**config.mk**
```make
export PLATFORM = sky130hd
export DESIGN_NAME = serial_pixel_stream_framer
export DESIGN_NICKNAME = d
export VERILOG_FILES = /design/src/verilog/serial_framer_pkg.sv /design/src/verilog/char_stream_if.sv /design/src/verilog/char_buffer.sv /design/src/verilog/serial_pixel_stream_framer.sv
export VERILOG_INCLUDE_DIRS = /design/src /design/src/verilog
export SDC_FILE = /design/constraint.sdc
export NUM_CORES = 1
export LEC_CHECK = 0
export BUFFER_PORTS_ARGS = -buffer_cell sky130_fd_sc_hd__buf_4
export CAP_MARGIN = 5
export CORE_MARGIN = 2
export CORE_UTILIZATION = 65
export DETAILED_ROUTE_END_ITERATION = 8
export HOLD_SLACK_MARGIN = 0.08
export PLACE_DENSITY_LB_ADDON = 0.3
export REMOVE_ABC_BUFFERS = 1
export SLEW_MARGIN = 20
export SYNTH_ARGS = -nofsm -noshare
export SYNTH_HDL_FRONTEND = slang
export SYNTH_SLANG_ARGS = --single-unit
```
**constraint.sdc**
```tcl
create_clock -name core_clk -period 3.7 [get_ports core_clk]
set_clock_uncertainty 0.2 [all_clocks]
set_input_delay 0.555 -clock core_clk [delete_from_list [all_inputs] [get_ports core_clk]]
set_output_delay 0.555 -clock core_clk [all_outputs]
set_load 0.1 [all_outputs]
```
**src/verilog/serial_framer_consts.svh**
```systemverilog
`ifndef SERIAL_FRAMER_CONSTS_SVH
`define SERIAL_FRAMER_CONSTS_SVH

// ====================================================================
// Character format
`define CHAR_BITS          12
`define PAYLOAD_BITS       10
`define START_LEVEL        1'b0
`define STOP_LEVEL         1'b1
`define SOF_MARK_CHAR      10'h3FF
`define SOF_GAP_CHAR       10'h000
`define IDLE_CHAR          10'h000
`define PIXEL_CLAMP_CHAR   10'h3FE

// ====================================================================
// Clock division: bit clock / 6 = master rate, master / 2 = pixel rate
`define MASTER_DIV         6
`define BIT_CLOCK_MHZ      162
`define MASTER_CLOCK_MHZ   27
`define MASTER_TICKS       (`BIT_CLOCK_MHZ / `MASTER_CLOCK_MHZ)

// ====================================================================
// Default frame timing, in pixel clocks and rows
`define ACTIVE_COLS        640
`define HBLANK_COLS        244
`define ACTIVE_ROWS        480
`define VBLANK_ROWS        29
`define FRAME_EDGE_BLANK   6
`define SOF_CHARS          3

// ====================================================================
// Buffer
`define BUF_DEPTH          2

`endif

```
**src/verilog/serial_framer_pkg.sv**
```systemverilog
`default_nettype none

package serial_framer_pkg;

    typedef enum logic [1:0] {
        K_IDLE,
        K_PIXEL,
        K_SOF_MARK,
        K_SOF_GAP
    } char_kind_e;

    typedef enum logic {
        SER_IDLE,
        SER_SHIFT
    } ser_state_e;

endpackage

`default_nettype wire

```
**src/verilog/char_stream_if.sv**
```systemverilog
`default_nettype none

interface char_stream_if #(
    parameter int WIDTH = 10
);
    logic             valid;
    logic             ready;
    logic [WIDTH-1:0] data;

    modport src (output valid, output data, input ready);
    modport snk (input valid, input data, output ready);
endinterface

`default_nettype wire

```
**src/verilog/char_buffer.sv**
```systemverilog
`include "serial_framer_consts.svh"
`default_nettype none

module char_buffer #(
    parameter int WIDTH = `PAYLOAD_BITS,
    parameter int DEPTH = `BUF_DEPTH
) (
    // Clock and reset
    input  wire logic  core_clk,
    input  wire logic  sys_rst,
    // Streams
    char_stream_if.snk in_s,
    char_stream_if.src out_s
);
    localparam int PW = (DEPTH > 1) ? $clog2(DEPTH) : 1;

    generate
        if (DEPTH != 2 || WIDTH < 1) begin : g_bad
            $error("char_buffer: DEPTH must be 2 and WIDTH positive");
        end
    endgenerate

    logic [WIDTH-1:0] store [DEPTH];
    logic [PW-1:0]    wr_ptr;
    logic [PW-1:0]    rd_ptr;
    logic [PW:0]      count;
    logic             push;
    logic             pop;

    // ====================================================================
    // Handshake
    assign in_s.ready  = (count != (PW+1)'(DEPTH));
    assign out_s.valid = (count != '0);
    assign out_s.data  = store[rd_ptr];
    assign push        = in_s.valid && in_s.ready;
    assign pop         = out_s.valid && out_s.ready;

    function automatic logic [PW-1:0] bump(input logic [PW-1:0] p);
        bump = (p == PW'(DEPTH - 1)) ? '0 : p + PW'(1);
    endfunction

    // ====================================================================
    // Storage and pointers
    always_ff @(posedge core_clk) begin
        if (push) begin
            store[wr_ptr] <= in_s.data;
        end
    end

    always_ff @(posedge core_clk) begin
        if (sys_rst) begin
            wr_ptr <= '0;
            rd_ptr <= '0;
            count  <= '0;
        end else begin
            if (push) begin
                wr_ptr <= bump(wr_ptr);
            end
            if (pop) begin
                rd_ptr <= bump(rd_ptr);
            end
            count <= count + (PW+1)'(push) - (PW+1)'(pop);
        end
    end

endmodule // char_buffer

`default_nettype wire

```
**src/verilog/serial_pixel_stream_framer.sv**
```systemverilog
// Overview of operation
// RULE_01 - Each pixel leaves as 12 bits: start bit, 10-bit payload, stop bit.
// RULE_02 - Serializer runs on the bit clock; a divider sets the slower rates.
// RULE_03 - Pixel rate is a fixed ratio of the input clock, 162 MHz nominal.
// RULE_04 - One stream carries data and timing, driven on a differential pair.
// RULE_05 - Frame start sends characters 0x3FF, 0x0, 0x3FF.
// RULE_06 - The start-of-frame triple never appears inside pixel data.
// RULE_07 - No separate row or frame strobe outputs exist.
// RULE_08 - Receiver finds the triple and rebuilds strobes with counters.
// RULE_09 - Receiver first locks on a run of idle characters, then seeks the triple.
// RULE_10 - Frame timing and blanking match the default parallel timing.
// RULE_11 - Progressive scan with horizontal and vertical blanking around pixels.
// RULE_12 - Controller leaves pixel clock control and read mode bits 15:14 default.
// RULE_13 - One 10-bit pixel per pixel clock during valid rows.
// RULE_14 - Receiver checks start and stop bits and realigns on idle.
// RULE_15 - Fixed bit order, fixed start and stop polarity, constant latency.
`include "serial_framer_consts.svh"
`default_nettype none

module serial_pixel_stream_framer #(
    parameter int ACTIVE_COLS = `ACTIVE_COLS,
    parameter int HBLANK_COLS = `HBLANK_COLS,
    parameter int ACTIVE_ROWS = `ACTIVE_ROWS,
    parameter int VBLANK_ROWS = `VBLANK_ROWS,
    parameter int EDGE_BLANK  = `FRAME_EDGE_BLANK
) (
    // Clock (serial bit clock) and reset
    input  wire logic       core_clk,
    input  wire logic       sys_rst,
    // Pixel readout
    input  wire logic [9:0] pixel_in,
    output logic            pixel_req,
    // Serial link
    output logic            serial_out_pos,
    output logic            serial_out_neg,
    output logic            pixel_clock_out
);
    localparam int H_TOTAL = ACTIVE_COLS + HBLANK_COLS;
    localparam int V_TOTAL = ACTIVE_ROWS + VBLANK_ROWS;
    localparam logic [9:0] H_LAST  = 10'(H_TOTAL - 1);
    localparam logic [8:0] V_LAST  = 9'(V_TOTAL - 1);
    localparam logic [9:0] H_ACT   = 10'(ACTIVE_COLS);
    localparam logic [8:0] V_ACT   = 9'(ACTIVE_ROWS);
    localparam logic [9:0] SOF_COL = 10'(H_TOTAL - EDGE_BLANK);
    localparam logic [2:0] DIV_LAST = 3'(`MASTER_DIV - 1);
    localparam logic [3:0] BIT_LAST = 4'(`CHAR_BITS - 1);

    generate
        if (H_TOTAL > 1024 || V_TOTAL > 512 || EDGE_BLANK < `SOF_CHARS || HBLANK_COLS < EDGE_BLANK
            || `MASTER_TICKS != `MASTER_DIV) begin : g_bad
            $error("serial_pixel_stream_framer: timing parameters out of range");
        end
    endgenerate

    char_stream_if #(.WIDTH(`PAYLOAD_BITS)) fill_s ();
    char_stream_if #(.WIDTH(`PAYLOAD_BITS)) drain_s ();

    logic [2:0]                      div_cnt;
    logic                            master_tick;
    logic                            pend;
    logic                            push;
    logic [9:0]                      hcount;
    logic [8:0]                      vcount;
    logic                            line_active;
    serial_framer_pkg::char_kind_e   kind;
    logic [9:0]                      next_char;
    serial_framer_pkg::ser_state_e   ser_state;
    logic [3:0]                      bit_cnt;
    logic [`CHAR_BITS-1:0]           shreg;
    logic                            ld;

    // ====================================================================
    // Clock division
    // Master tick every 6 bit clocks; pixel clock toggles on it, so one
    // pixel period equals exactly one 12-bit character time.
    always_ff @(posedge core_clk) begin
        if (sys_rst) begin
            div_cnt <= '0;
        end else if (div_cnt == DIV_LAST) begin
            div_cnt <= '0; // RULE_02
        end else begin
            div_cnt <= div_cnt + 3'h1;
        end
    end

    assign master_tick = (div_cnt == DIV_LAST);

    always_ff @(posedge core_clk) begin
        if (sys_rst) begin
            pixel_clock_out <= 1'b0;
        end else if (master_tick) begin
            pixel_clock_out <= ~pixel_clock_out; // RULE_03
        end
    end

    // A character slot waits here until the buffer takes it; the counters
    // only advance on acceptance, so a stall delays rather than drops.
    always_ff @(posedge core_clk) begin
        if (sys_rst) begin
            pend <= 1'b0;
        end else if (master_tick && pixel_clock_out) begin
            pend <= 1'b1; // RULE_13
        end else if (push) begin
            pend <= 1'b0;
        end
    end

    assign push = pend && fill_s.ready;

    // ====================================================================
    // Frame timing
    always_ff @(posedge core_clk) begin
        if (sys_rst) begin
            hcount <= '0;
            vcount <= V_LAST;
        end else if (push) begin
            if (hcount == H_LAST) begin
                hcount <= '0; // RULE_10
                vcount <= (vcount == V_LAST) ? 9'h000 : vcount + 9'h001;
            end else begin
                hcount <= hcount + 10'h001;
            end
        end
    end

    assign line_active = (hcount < H_ACT) && (vcount < V_ACT); // RULE_11

    // ====================================================================
    // Character selection
    // Frame start marker sits EDGE_BLANK pixel clocks before the first row, where the
    // frame strobe would rise; strobes themselves are never output.
    always_comb begin
        kind = serial_framer_pkg::K_IDLE;
        if (line_active) begin
            kind = serial_framer_pkg::K_PIXEL;
        end else if (vcount == V_LAST && hcount == SOF_COL) begin
            kind = serial_framer_pkg::K_SOF_MARK; // RULE_05
        end else if (vcount == V_LAST && hcount == SOF_COL + 10'h001) begin
            kind = serial_framer_pkg::K_SOF_GAP;
        end else if (vcount == V_LAST && hcount == SOF_COL + 10'h002) begin
            kind = serial_framer_pkg::K_SOF_MARK;
        end
    end

    always_comb begin
        case (kind)
            serial_framer_pkg::K_PIXEL: begin
                // Full scale is pulled down one code so pixels can never
                // form the marker triple.
                next_char = (pixel_in == `SOF_MARK_CHAR) ? `PIXEL_CLAMP_CHAR : pixel_in; // RULE_06
            end
            serial_framer_pkg::K_SOF_MARK: begin
                next_char = `SOF_MARK_CHAR;
            end
            serial_framer_pkg::K_SOF_GAP: begin
                next_char = `SOF_GAP_CHAR;
            end
            default: begin
                next_char = `IDLE_CHAR; // RULE_07
            end
        endcase
    end

    assign fill_s.valid = pend;
    assign fill_s.data  = next_char;
    assign pixel_req    = push && line_active;

    char_buffer #(
        .WIDTH (`PAYLOAD_BITS),
        .DEPTH (`BUF_DEPTH)
    ) u_buffer (
        .core_clk (core_clk),
        .sys_rst  (sys_rst),
        .in_s     (fill_s),
        .out_s    (drain_s)
    );

    // ====================================================================
    // Serializer, MSB of payload first
    assign drain_s.ready = (ser_state == serial_framer_pkg::SER_IDLE) || (bit_cnt == BIT_LAST);
    assign ld            = drain_s.valid && drain_s.ready;

    always_ff @(posedge core_clk) begin
        if (sys_rst) begin
            ser_state <= serial_framer_pkg::SER_IDLE;
            bit_cnt   <= '0;
            shreg     <= {`CHAR_BITS{`STOP_LEVEL}};
        end else if (ld) begin
            ser_state <= serial_framer_pkg::SER_SHIFT;
            bit_cnt   <= '0;
            shreg     <= {`START_LEVEL, drain_s.data, `STOP_LEVEL}; // RULE_01
        end else begin
            case (ser_state)
                serial_framer_pkg::SER_SHIFT: begin
                    shreg <= {shreg[`CHAR_BITS-2:0], `STOP_LEVEL}; // RULE_15
                    if (bit_cnt == BIT_LAST) begin
                        ser_state <= serial_framer_pkg::SER_IDLE;
                    end else begin
                        bit_cnt <= bit_cnt + 4'h1;
                    end
                end
                default: begin
                    shreg <= {`CHAR_BITS{`STOP_LEVEL}};
                end
            endcase
        end
    end

    // Idle line rests at stop level; both legs come from one flop
    assign serial_out_pos = shreg[`CHAR_BITS-1]; // RULE_04
    assign serial_out_neg = ~shreg[`CHAR_BITS-1];
endmodule // serial_pixel_stream_framer

`default_nettype wire
```
# ---- Word level (Yosys, flattened, before mapping)
# Memory sizes are Yosys's and may differ from the RTL's. A register that Yosys moved wholly into a read port is not among the register bits.
# Cells that the tools add are included.
dict set report word_totals {
  input_bits 12
  out_inout_bits 4
  ram_bits 20
  n_memories 1
  register_bits 45
}
dict set report classes {
  n_reduce_logical 15
  n_mux 21
  n_addsub 8
  eq_ne 11
  n_bitwise 4
  n_lt_le_gt_ge 2
}
# memory words word_bits read_ports rd_ports_with_merged_regs wr line_no
set mem_list {}
lappend mem_list {u_buffer.store 2 10 1 1 1 char_buffer.sv:23} ;# logic [WIDTH-1:0] store [DEPTH];
# cell n
set op_table {}
lappend op_table {{equality test 10 bit (second input constant)} 5}
lappend op_table {{two-way mux 12 bit} 2}
lappend op_table {{two-way mux 10 bit} 2}
lappend op_table {{case mux 10 bit (2 select lines)} 1}
lappend op_table {{two-way mux 1 bit} 11}
lappend op_table {{adder 10 x 1 -> 10 bit (second input constant)} 1}
lappend op_table {{less-than comparator 10 bit (second input constant)} 1}
lappend op_table {{adder 9 x 1 -> 9 bit (second input constant)} 1}
lappend op_table {{equality test 9 bit (second input constant)} 1}
lappend op_table {{less-than comparator 9 bit (second input constant)} 1}
lappend op_table {{two-way mux 9 bit} 1}
lappend op_table {{logical AND 1 bit} 8}
lappend op_table {{two-way mux 2 bit} 4}
lappend op_table {{adder 4 x 1 -> 4 bit (second input constant)} 1}
lappend op_table {{equality test 4 bit (second input constant)} 1}
lappend op_table {{NOT 1 bit} 4}
lappend op_table {{AND reduction 2 bit} 2}
lappend op_table {{nonzero test 2 bit} 2}
lappend op_table {{OR reduction 2 bit} 2}
lappend op_table {{adder 3 x 1 -> 3 bit (second input constant)} 1}
lappend op_table {{equality test 3 bit (second input constant)} 1}
lappend op_table {{adder 1 bit (second input constant)} 2}
lappend op_table {{adder 2 x 1 -> 2 bit} 1}
lappend op_table {{equality test 2 x 1 -> 1 bit (second input constant)} 1}
lappend op_table {{other kinds (4)} 4}

# ---- Longest topological paths before layout
# Gate-level depths: netlist of the first run.
dict set report depth {
  depth_word 8
  ltp_mapped 12
  depth_no_buf 10
}

# ---- By module
# Synthesis of the first run repeated with hierarchy kept, for this count alone.
dict set report unflattened {
  cells_unflattened 266
  hier_area_um2 2916.5
}
# module area_each_um2 cells_per_inst seq_area_each_um2 n_inst
set by_module_without_submodules {}
lappend by_module_without_submodules {serial_pixel_stream_framer 1935.6 208 800.8 1}
lappend by_module_without_submodules {char_buffer 980.9 58 700.7 1}

# ---- Worst setup path after synthesis of the first run
# No wires, ideal clock.
dict set report synth_path {
  path_type {reg-to-output}
  startpoint {register hcount[7]}
  endpoint {output pixel_req}
  t_arrival_ps 2302
  path_stages_with_launch 5
  setup_slack_ps 643
  path_buffers 1
  path_cell_list {dfxtp_1 -> o21ai_0 -> o21a_1 -> clkbuf_1 -> nor2b_1}
}
dict set report synth_via {
  elab_chain_len 3
}
# element line_no
set synth_rtl {}
lappend synth_rtl {{from (decl)} serial_pixel_stream_framer.sv:62} ;# logic [9:0] hcount;
lappend synth_rtl {{from (signal assigned)} serial_pixel_stream_framer.sv:121} ;# hcount <= hcount + 10'h001;
lappend synth_rtl {{less-than comparator 10 bit} serial_pixel_stream_framer.sv:126} ;# assign line_active = (hcount < H_ACT) && (vcount < V_ACT);
lappend synth_rtl {{logical AND 1 bit} serial_pixel_stream_framer.sv:126}
lappend synth_rtl {{logical AND 1 bit} serial_pixel_stream_framer.sv:166} ;# assign pixel_req = push && line_active;
lappend synth_rtl {{to (decl)} serial_pixel_stream_framer.sv:32} ;# output logic pixel_req,
# Every way passes these cells.

# ---- Worst setup path after layout of the first run
dict set report layout_path {
  startpoint {register bit_cnt[0]}
  endpoint {register u_buffer.count[1]}
}
dict set report layout_via {
  elab_chain_len 4
}
# element line_no
set layout_rtl {}
lappend layout_rtl {{from (decl)} serial_pixel_stream_framer.sv:68} ;# logic [3:0] bit_cnt;
lappend layout_rtl {{from (signal assigned)} serial_pixel_stream_framer.sv:199} ;# bit_cnt <= bit_cnt + 4'h1;
lappend layout_rtl {{equality test 4 bit} serial_pixel_stream_framer.sv:180} ;# assign drain_s.ready = (ser_state == serial_framer_pkg::SER_IDLE) || (bit_cnt == BIT_LAST);
lappend layout_rtl {{logical OR 1 bit} serial_pixel_stream_framer.sv:180}
lappend layout_rtl {{logical AND 1 bit} char_buffer.sv:36} ;# assign pop = out_s.valid && out_s.ready;
lappend layout_rtl {{subtractor 2 x 1 -> 2 bit} char_buffer.sv:62} ;# count <= count + (PW+1)'(push) - (PW+1)'(pop);
lappend layout_rtl {{to (signal assigned)} char_buffer.sv:62}
lappend layout_rtl {{to (decl)} char_buffer.sv:26} ;# logic [PW:0] count;
# Every way passes these cells.
# A chain may end at the register's enable or synchronous reset.

==> results.sh, run 1 <==
export IMPL_status="finished clean"
export IMPL_vias=2271
export IMPL_slowest_delay_ps=460
export IMPL_cts_hold_buf=0
export IMPL_period_share=0.761
export IMPL_worst_slew_pin_slew_ps=908
export IMPL_maxSlewHeadroom=0.393
export IMPL_dieArea_um2=5080
export IMPL_critPathKind="reg2reg"
export IMPL_critical_path_required_ps=3710
export IMPL_met3_wirelength_um=239
export IMPL_yosys_top_cells_area="dfxtp_1 31%, edfxtp_1 20%, ha_1 4.3%, nand2_1 4.0%, nor2_1 3.1%"
export IMPL_ys_seq_area_frac=0.510
export IMPL_ir_worst_vdd_mv=0.397
export IMPL_fin_util=0.753
export IMPL_die_w_um=71.3
export IMPL_drt_pass1_iter_count=7
export IMPL_highest_layer="met4"
export IMPL_area_delta_synth_final_pct=11.4
export IMPL_wl_met2_um=2730
export IMPL_max_freq_mhz=355
export IMPL_grt_total_usage=0.245
export IMPL_clockBufferDepth=2
export IMPL_crit_chain="ha_1, nand3b_1, a21o_1, clkinv_1, ha_1, inv_1, ha_1, xor2_1, xnor2_1, nor2_1"
export IMPL_drt_met1_wl_um=2650
export IMPL_fin_nets=336
export IMPL_wire_per_inst_um=15.4
export IMPL_hold_class="reg2reg"
export IMPL_diodes=0
export IMPL_worstPathMaxFanout=17
export IMPL_synthArstFlopShare=0
export IMPL_antenna_found_initial=0
export IMPL_critPathLaunchType="register"
export IMPL_synth_most_common_cell="dfxtp_1"
export IMPL_cts_tree="done"
export IMPL_drtIter0Drc=191
export IMPL_rows=24
export IMPL_finalHoldViolations=0
export IMPL_avgSynthCellArea_um2=9.68
export IMPL_cp_end_kind="register"
export IMPL_synth_cell_type_count=42
export IMPL_grt_first_pass_wirelength_um=9710
export IMPL_gr_total_overflow=0
export IMPL_n_fill_cell=307
export IMPL_p_leak_nw=1.25
export IMPL_cts_made_buffers=9
export IMPL_cts_setup_buffers=0
export IMPL_grt_max_degree=22
export IMPL_finalNonFillerCells=371
export IMPL_synth_commonest_cells="45 x dfxtp_1, 31 x nand2_1, 24 x nor2_1, 20 x edfxtp_1"
export IMPL_cpMaxStageDelayCell="clkinv_1"
export IMPL_setup_slack_ps=884
export IMPL_start_util=0.676
export IMPL_synth_top_area_share=0.306
export IMPL_die_h_um=71.3
export IMPL_final_period_minus_worst_setup_slack_ps=2820
export IMPL_clk_pin_slew_ps=70
export IMPL_critPathMostFrequentCell="ha_1"
export IMPL_cts_num_sinks=65
export IMPL_gp_congestion=0.828
export IMPL_clock_latency_ps=330
export IMPL_placed_cells=355
export IMPL_synth_edf_count=20
export IMPL_cap_violations=0
export IMPL_finalPower_mw=1.82
export IMPL_dpl_worst_slack_ps=869
export IMPL_io_buffers=15
export IMPL_yosysTopAreaCell="dfxtp_1"
export IMPL_grt_pass1_vias=2107
export IMPL_ant_nets=0
export IMPL_io_pins=16
export IMPL_coreArea_um2=4350
export IMPL_cts_root_buffer="clkbuf_8"
export IMPL_wirelength_um=5720
export IMPL_tns_ps=0
export IMPL_cts_max_level=3
export IMPL_hpwl_um=3960
export IMPL_drive_above_1_share=0.103
export IMPL_vias_per_cell=6.12
export IMPL_crit_arrival_ps=2830
export IMPL_multi_input_area_um2=1330
export IMPL_yosysWarnings=0
export IMPL_maxSlewViolCount=0
export IMPL_grt_setup_unrepaired="false"
export IMPL_syn_instance_count=304
export IMPL_power_density_nw_per_um2=555
export IMPL_cts_resized=0
export IMPL_ys_flop_type="dfxtp_1"
export IMPL_drc=0
export IMPL_seq_area_um2=1500
export IMPL_finalSetupViolCount=0
export IMPL_netlist_area_um2=2940
export IMPL_ys_ff_latch=65
## cells by family (layout without fill, tap and decap cells)
kind of cell	after synthesis	count (layout)	share of synthesized area
compound gates	52	52	0.118
xor+xnor	17	17	0.0506
fa+ha+maj	10	10	0.0425
buf+inv	29	44	0.0408
flops	65	65	0.510
mux	2	2	0.00680
simple gates	129	129	0.231
## where the power goes
group | switching [mW] | internal (mW) | total, mW
combinational | 0.197 | 0.106 | 0.304
clock | 0.250 | 0.416 | 0.666
sequential | 0.0594 | 0.793 | 0.852
total | 0.506 | 1.32 | 1.82
## worst max-delay path: cells and delay by family, from the launching register on
family / cells / cell delay [ps]
DFF: 1 / 330
adders and majority gates: 3 / 850
and+or+nand+nor: 2 / 190
buffers and inverters: 2 / 500
xor gates and xnor gates: 2 / 300
AOI/OAI and AO/OA: 1 / 330
## through the flow
step                      hold slack (ps)  instance area (um^2)
after floorplan                       225                  2870
after global placement                250                  3050
after detailed placement              256                  3050
after CTS                             263                  3270
after global routing                  284                  3280
final                                 268                  3280
## sequential cells by signal, indices dropped and copies added (netlist names), named ones only
| register | flops |
|---|---|
| vcount | 9 |
| pixel_clock_out | 1 |
| u_buffer.store | 20 |
| u_buffer.count | 2 |
| u_buffer.rd_ptr | 1 |
| bit_cnt | 4 |
| u_buffer.wr_ptr | 1 |
| ser_state | 1 |
| hcount | 10 |
| fill_s.valid | 1 |
| div_cnt | 3 |
| shreg | 11 |
## layout make-up
type	count	area share
clock inverter	3	0.0198
sequential	65	0.458
inverter	13	0.0149
clock buffer	13	0.0485
multi-input combinational	210	0.405
timing repair buffer	15	0.0343
tap	52	0.0198
## path summary, 6_finish.rpt
path | startpoint | endpoint | slack [ps] | cells after the start
hold / removal | div_cnt[0]$_SDFF_PP0_ | div_cnt[0]$_SDFF_PP0_ | 270 | 1
hold reg to reg | div_cnt[0]$_SDFF_PP0_ | div_cnt[0]$_SDFF_PP0_ | 270 | 1
setup / recovery | bit_cnt[0]$_SDFFE_PP0P_ | u_buffer.count[1]$_SDFF_PP0_ | 880 | 10
setup reg to reg | bit_cnt[0]$_SDFFE_PP0P_ | u_buffer.count[1]$_SDFF_PP0_ | 880 | 10
## per-layer routing
metal / vias up / global-route usage
met2: 60 / 0.398
met1: 1093 / 0.324
met3: 9 / 0.0422
met4: 0 / 0.107
li1: 1109 / -
met5: - / 0
## cells in the final DEF (no fill, tap or decap), types with 2 or more instances in the layout
cell type   n
nor4b_1     2
o31ai_1     3
a221o_1     2
buf_4      15
a21oi_1     7
inv_1      12
nand2_1    31
edfxtp_1   20
dfxtp_1    45
xnor2_1    10
nor4_1      4
a211oi_1   11
nand4_1     8
and4_1      2
clkbuf_1    2
o211ai_1    5
nor3_1      9
nand3_1    15
and3_1      3
xor2_1      7
nor3b_1    10
o41ai_1     2
ha_1       10
or4_1       2
nor2b_1    13
nor2_1     24
bufinv_16   2
mux2i_1     2
clkbuf_8   11
o21ai_0    15
No activity file was read; power rests on OpenSTA's default activity.
==> run 2: changes to the inputs <==
- CORE_UTILIZATION: 65 -> 60
- clock period: 3.7 -> 2.7 ns (I/O delays scaled with it)
==> results.sh, run 2 (same netlist as run 1, synthesis figures left out) <==
export IMPL_status="finished clean"
export IMPL_max_freq_mhz=410
export IMPL_tns_ps=0
export IMPL_critical_path_required_ps=2720
export IMPL_maxSlewViolCount=0
export IMPL_critPathLaunchType="register"
export IMPL_cap_violations=0
export IMPL_cts_made_buffers=9
export IMPL_io_pins=16
export IMPL_final_cell_mix="45 x dfxtp_1, 31 x nand2_1, 24 x nor2_1"
export IMPL_cp_end_kind="register"
export IMPL_fin_nets=341
export IMPL_wire_per_inst_um=14.5
export IMPL_drive_above_1_share=0.114
export IMPL_start_util=0.623
export IMPL_ant_nets=0
export IMPL_final_period_minus_worst_setup_slack_ps=2440
export IMPL_rows=25
export IMPL_design_area_um2=3330
export IMPL_dpl_worst_slack_ps=294
export IMPL_cts_resized=0
export IMPL_drtIter0Drc=149
export IMPL_drt_pass1_iter_count=5
export IMPL_reg_top3="u_buffer.store x20, shreg x11, hcount x10"
export IMPL_hpwl_um=3700
export IMPL_fin_util=0.704
export IMPL_drc=0
export IMPL_cts_num_sinks=65
export IMPL_grt_total_usage=0.232
export IMPL_ir_worst_vdd_mv=0.646
export IMPL_gr_total_overflow=0
export IMPL_critPathKind="reg2reg"
export IMPL_worstPathMaxFanout=10
export IMPL_area_delta_synth_final_pct=13.0
export IMPL_io_buffers=15
export IMPL_grt_first_pass_wirelength_um=9530
export IMPL_power_density_nw_per_um2=760
export IMPL_grt_setup_unrepaired="false"
export IMPL_clk_pin_slew_ps=70
export IMPL_hold_class="in2reg"
export IMPL_worst_slew_pin_slew_ps=692
export IMPL_clock_latency_ps=340
export IMPL_grt_max_degree=22
export IMPL_wirelength_um=5660
export IMPL_finalSetupViolCount=0
export IMPL_finalNonFillerCells=391
export IMPL_cts_hold_buf=0
export IMPL_fin_hold_ws_ps=162
export IMPL_mostFrequentLayoutCell="dfxtp_1"
export IMPL_dieArea_um2=5480
export IMPL_crit_arrival_ps=2460
export IMPL_gp_congestion=0.825
export IMPL_grt_pass1_vias=2106
export IMPL_cts_tree="done"
export IMPL_clockBufferDepth=2
export IMPL_vias_per_cell=5.73
export IMPL_die_h_um=74.0
export IMPL_period_share=0.902
export IMPL_cts_root_buffer="clkbuf_8"
export IMPL_placed_cells=375
export IMPL_coreArea_um2=4720
export IMPL_die_w_um=74.0
export IMPL_cts_max_level=3
export IMPL_antenna_found_initial=0
export IMPL_p_leak_nw=1.27
export IMPL_diodes=0
export IMPL_finalPower_mw=2.53
export IMPL_cts_setup_buffers=0
export IMPL_vias=2242
export IMPL_regMostFlops="u_buffer.store"
export IMPL_finalHoldViolations=0
export IMPL_largest_reg_flops=20
export IMPL_setup_slack_ps=263
export IMPL_post_dp_cell_area_um2=3110
export IMPL_maxSlewHeadroom=0.538
-- run 2: cell count changes in the layout (fill, tap and decap cells not counted), sizes merged --
cell      previous run  this run
clkinvlp             0         2
clkbuf              13        11
buf                 15        20
-- run 2: worst max-delay path, stage by stage, from the launching register on --
cell      delay (ps)
dfxtp_1          340
ha_1             220
nand3b_1         120
a21o_1           340
clkinv_1         170
ha_1             320
inv_1             60
ha_1             150
xor2_1           190
xnor2_1          150
nor2_1            70
-- run 2: path summary, 6_finish.rpt --
path                            from                        endpoint  slack, ps  depth (start not counted)
max          bit_cnt[0]$_SDFFE_PP0P_    u_buffer.count[1]$_SDFF_PP0_        260                         10
max reg2reg  bit_cnt[0]$_SDFFE_PP0P_    u_buffer.count[1]$_SDFF_PP0_        260                         10
min                      pixel_in[9]  u_buffer.store[1][9]$_DFFE_PP_        160                          3
min reg2reg    div_cnt[0]$_SDFF_PP0_           div_cnt[0]$_SDFF_PP0_        270                          1
-- run 2: power breakdown --
part / leakage [nW] / switching [mW] / internal [mW]
Sequential: 0.547 / 0.0594 / 1.09
Clock: 0.103 / 0.372 / 0.542
Combinational: 0.616 / 0.302 / 0.164
-- run 2: metal layers --
layer | vias up | share of wire | track usage
li1 | 1125 | - | -
met1 | 1040 | 0.44 | 0.292
met2 | 61 | 0.48 | 0.373
met3 | 16 | 0.051 | 0.0691
met4 | 0 | 0.022 | 0.101
met5 | - | 0 | 0
-- run 2: cell type report --
cell class	instances	area, um^2
Clock buffer	11	141
Clock inverter	5	78.8
Fill cell	356	1400
Inverter	13	48.8
Multi-Input combinational cell	210	1320
Sequential cell	65	1500
Tap cell	67	83.8
Timing Repair Buffer	20	150
==> run 3: changes to the inputs <==
--- a/config.mk
+++ b/config.mk
@@ -11,3 +11,3 @@
 export CORE_MARGIN = 2
-export CORE_UTILIZATION = 60
+export CORE_UTILIZATION = 45
 export DETAILED_ROUTE_END_ITERATION = 8
==> constraint.sdc (replaced) <==
create_clock -name core_clk -period 2.7 [get_ports core_clk]
set_clock_uncertainty 0.2 [all_clocks]
set_input_delay 0.135 -clock core_clk [delete_from_list [all_inputs] [get_ports core_clk]]
set_output_delay 0.135 -clock core_clk [all_outputs]
set_load 0.1 [all_outputs]
==> results.sh, run 3 (same netlist as run 1, synthesis figures left out) <==
export IMPL_status="finished clean"
export IMPL_io_pins=16
export IMPL_tns_ps=0
export IMPL_drc=0
export IMPL_slowest_delay_ps=350
export IMPL_cts_root_buffer="clkbuf_8"
export IMPL_reg_top3="u_buffer.store x20, shreg x11, hcount x10"
export IMPL_clockBufferDepth=2
export IMPL_cp_end_kind="register"
export IMPL_cts_tree="done"
export IMPL_finalHoldViolations=0
export IMPL_crit_chain="ha_1, nand3b_1, a21o_1, clkinv_1, ha_1, inv_1, ha_1, xor2_1, xnor2_1, nor2_1"
export IMPL_io_buffers=15
export IMPL_post_dp_cell_area_um2=3120
export IMPL_p_leak_nw=1.32
export IMPL_critPathMostFrequentCell="ha_1"
export IMPL_grt_max_degree=22
export IMPL_final_cell_mix="45 x dfxtp_1, 31 x nand2_1, 24 x nor2_1"
export IMPL_placed_cells=385
export IMPL_power_density_nw_per_um2=727
export IMPL_cts_max_level=3
export IMPL_critical_path_top_delay_family="adder cells"
export IMPL_final_period_minus_worst_setup_slack_ps=2380
export IMPL_grt_pass1_vias=2150
export IMPL_design_area_um2=3440
export IMPL_worst_slew_pin_slew_ps=710
export IMPL_mostFrequentLayoutCell="dfxtp_1"
export IMPL_max_freq_mhz=421
export IMPL_worst_path_buf_inv=2
export IMPL_setup_slack_ps=322
export IMPL_coreArea_um2=6350
export IMPL_grt_total_usage=0.180
export IMPL_crit_arrival_ps=2400
export IMPL_gr_total_overflow=0
export IMPL_wirelength_um=5860
export IMPL_largest_reg_flops=20
export IMPL_critPathKind="reg2reg"
export IMPL_cpMaxStageDelayCell="a21o_1"
export IMPL_highest_layer="met4"
export IMPL_cts_resized=0
export IMPL_n_fill_cell=564
export IMPL_ir_worst_vdd_mv=0.668
export IMPL_regMostFlops="u_buffer.store"
export IMPL_rows=29
export IMPL_hold_class="reg2reg"
export IMPL_grt_first_pass_wirelength_um=10300
export IMPL_hpwl_um=3810
export IMPL_diodes=0
export IMPL_dpl_worst_slack_ps=285
export IMPL_drtIter0Drc=162
export IMPL_die_h_um=84.9
export IMPL_finalSetupViolCount=0
export IMPL_grt_setup_unrepaired="false"
export IMPL_period_share=0.881
export IMPL_antenna_found_initial=0
export IMPL_critPathLaunchType="register"
export IMPL_start_util=0.463
export IMPL_met3_wirelength_um=272
export IMPL_area_delta_synth_final_pct=17.0
export IMPL_clock_latency_ps=340
export IMPL_maxSlewHeadroom=0.526
export IMPL_cap_violations=0
export IMPL_die_w_um=84.9
export IMPL_clk_pin_slew_ps=70
export IMPL_vias=2297
export IMPL_gp_congestion=0.814
export IMPL_cts_num_sinks=65
export IMPL_wl_met2_um=2670
export IMPL_wire_per_inst_um=14.2
export IMPL_critical_path_required_ps=2720
export IMPL_drt_pass1_iter_count=5
export IMPL_worst_r2r_setup_slack_ps=320
export IMPL_maxSlewViolCount=0
export IMPL_drt_met1_wl_um=2820
export IMPL_worstPathMaxFanout=10
export IMPL_vias_per_cell=5.58
export IMPL_fin_nets=352
export IMPL_ant_nets=0
export IMPL_drive_above_1_share=0.116
export IMPL_finalNonFillerCells=412
export IMPL_dieArea_um2=7200
export IMPL_cts_made_buffers=9
export IMPL_fin_util=0.542
[run 3: cell types whose count changed in the layout (fill, tap and decap cells not counted)]
cell           change
clkbuf_1           -1
clkbuf_4           +1
clkbuf_8           -1
clkinv_1           -1
clkinv_2           +3
clkinvlp_4         -1
dlygate4sd3_1     +11
[run 3: per-layer routing]
layer / track usage / vias up
li1: - / 1141
met1: 0.251 / 1098
met2: 0.266 / 50
met3: 0.0477 / 8
met4: 0.0765 / 0
met5: 0 / -
[run 3: metrics by stage]
step	power [mW]	hold WS (ps)
2_1_floorplan	1.49	4.07
3_3_place_gp	1.61	237
3_5_place_dp	1.63	236
4_1_cts	2.53	267
5_1_grt	2.63	289
6_report	2.50	258
[run 3: cell type report]
type	count	area (um^2)	area share
flip-flops and latches	65	1500	0.436
well taps	77	96.3	0.0280
clock buffers	10	131	0.0382
clock inverters	6	82.6	0.0240
multi-input cells	210	1320	0.384
inverters	13	48.8	0.0142
repair buffers	31	260	0.0756
[run 3: worst reg2reg max path, stage by stage, from the launching register on]
cell,delay (ps)
dfxtp_1,330
ha_1,220
nand3b_1,130
a21o_1,350
clkinv_1,160
ha_1,310
inv_1,60
ha_1,150
xor2_1,170
xnor2_1,140
nor2_1,50
[run 3: worst paths after layout]
check             depth (start not counted)                      endpoint               startpoint
setup / recovery                         10  u_buffer.count[1]$_SDFF_PP0_  bit_cnt[0]$_SDFFE_PP0P_
hold / removal                            1         div_cnt[0]$_SDFF_PP0_    div_cnt[0]$_SDFF_PP0_
setup reg to reg                         10  u_buffer.count[1]$_SDFF_PP0_  bit_cnt[0]$_SDFFE_PP0P_
hold reg to reg                           1         div_cnt[0]$_SDFF_PP0_    div_cnt[0]$_SDFF_PP0_
[run 3: where the power goes]
part           switching (mW)  total, mW  internal [mW]
clock network           0.365      0.890          0.525
registers              0.0589       1.14           1.09
logic                   0.296      0.469          0.173
total                   0.720       2.50           1.78
[run 3: repair_timing]
item	in CTS	in global routing
buffers inserted	0	0
endpoints found under the hold margin	40	0
hold buffers	11	0
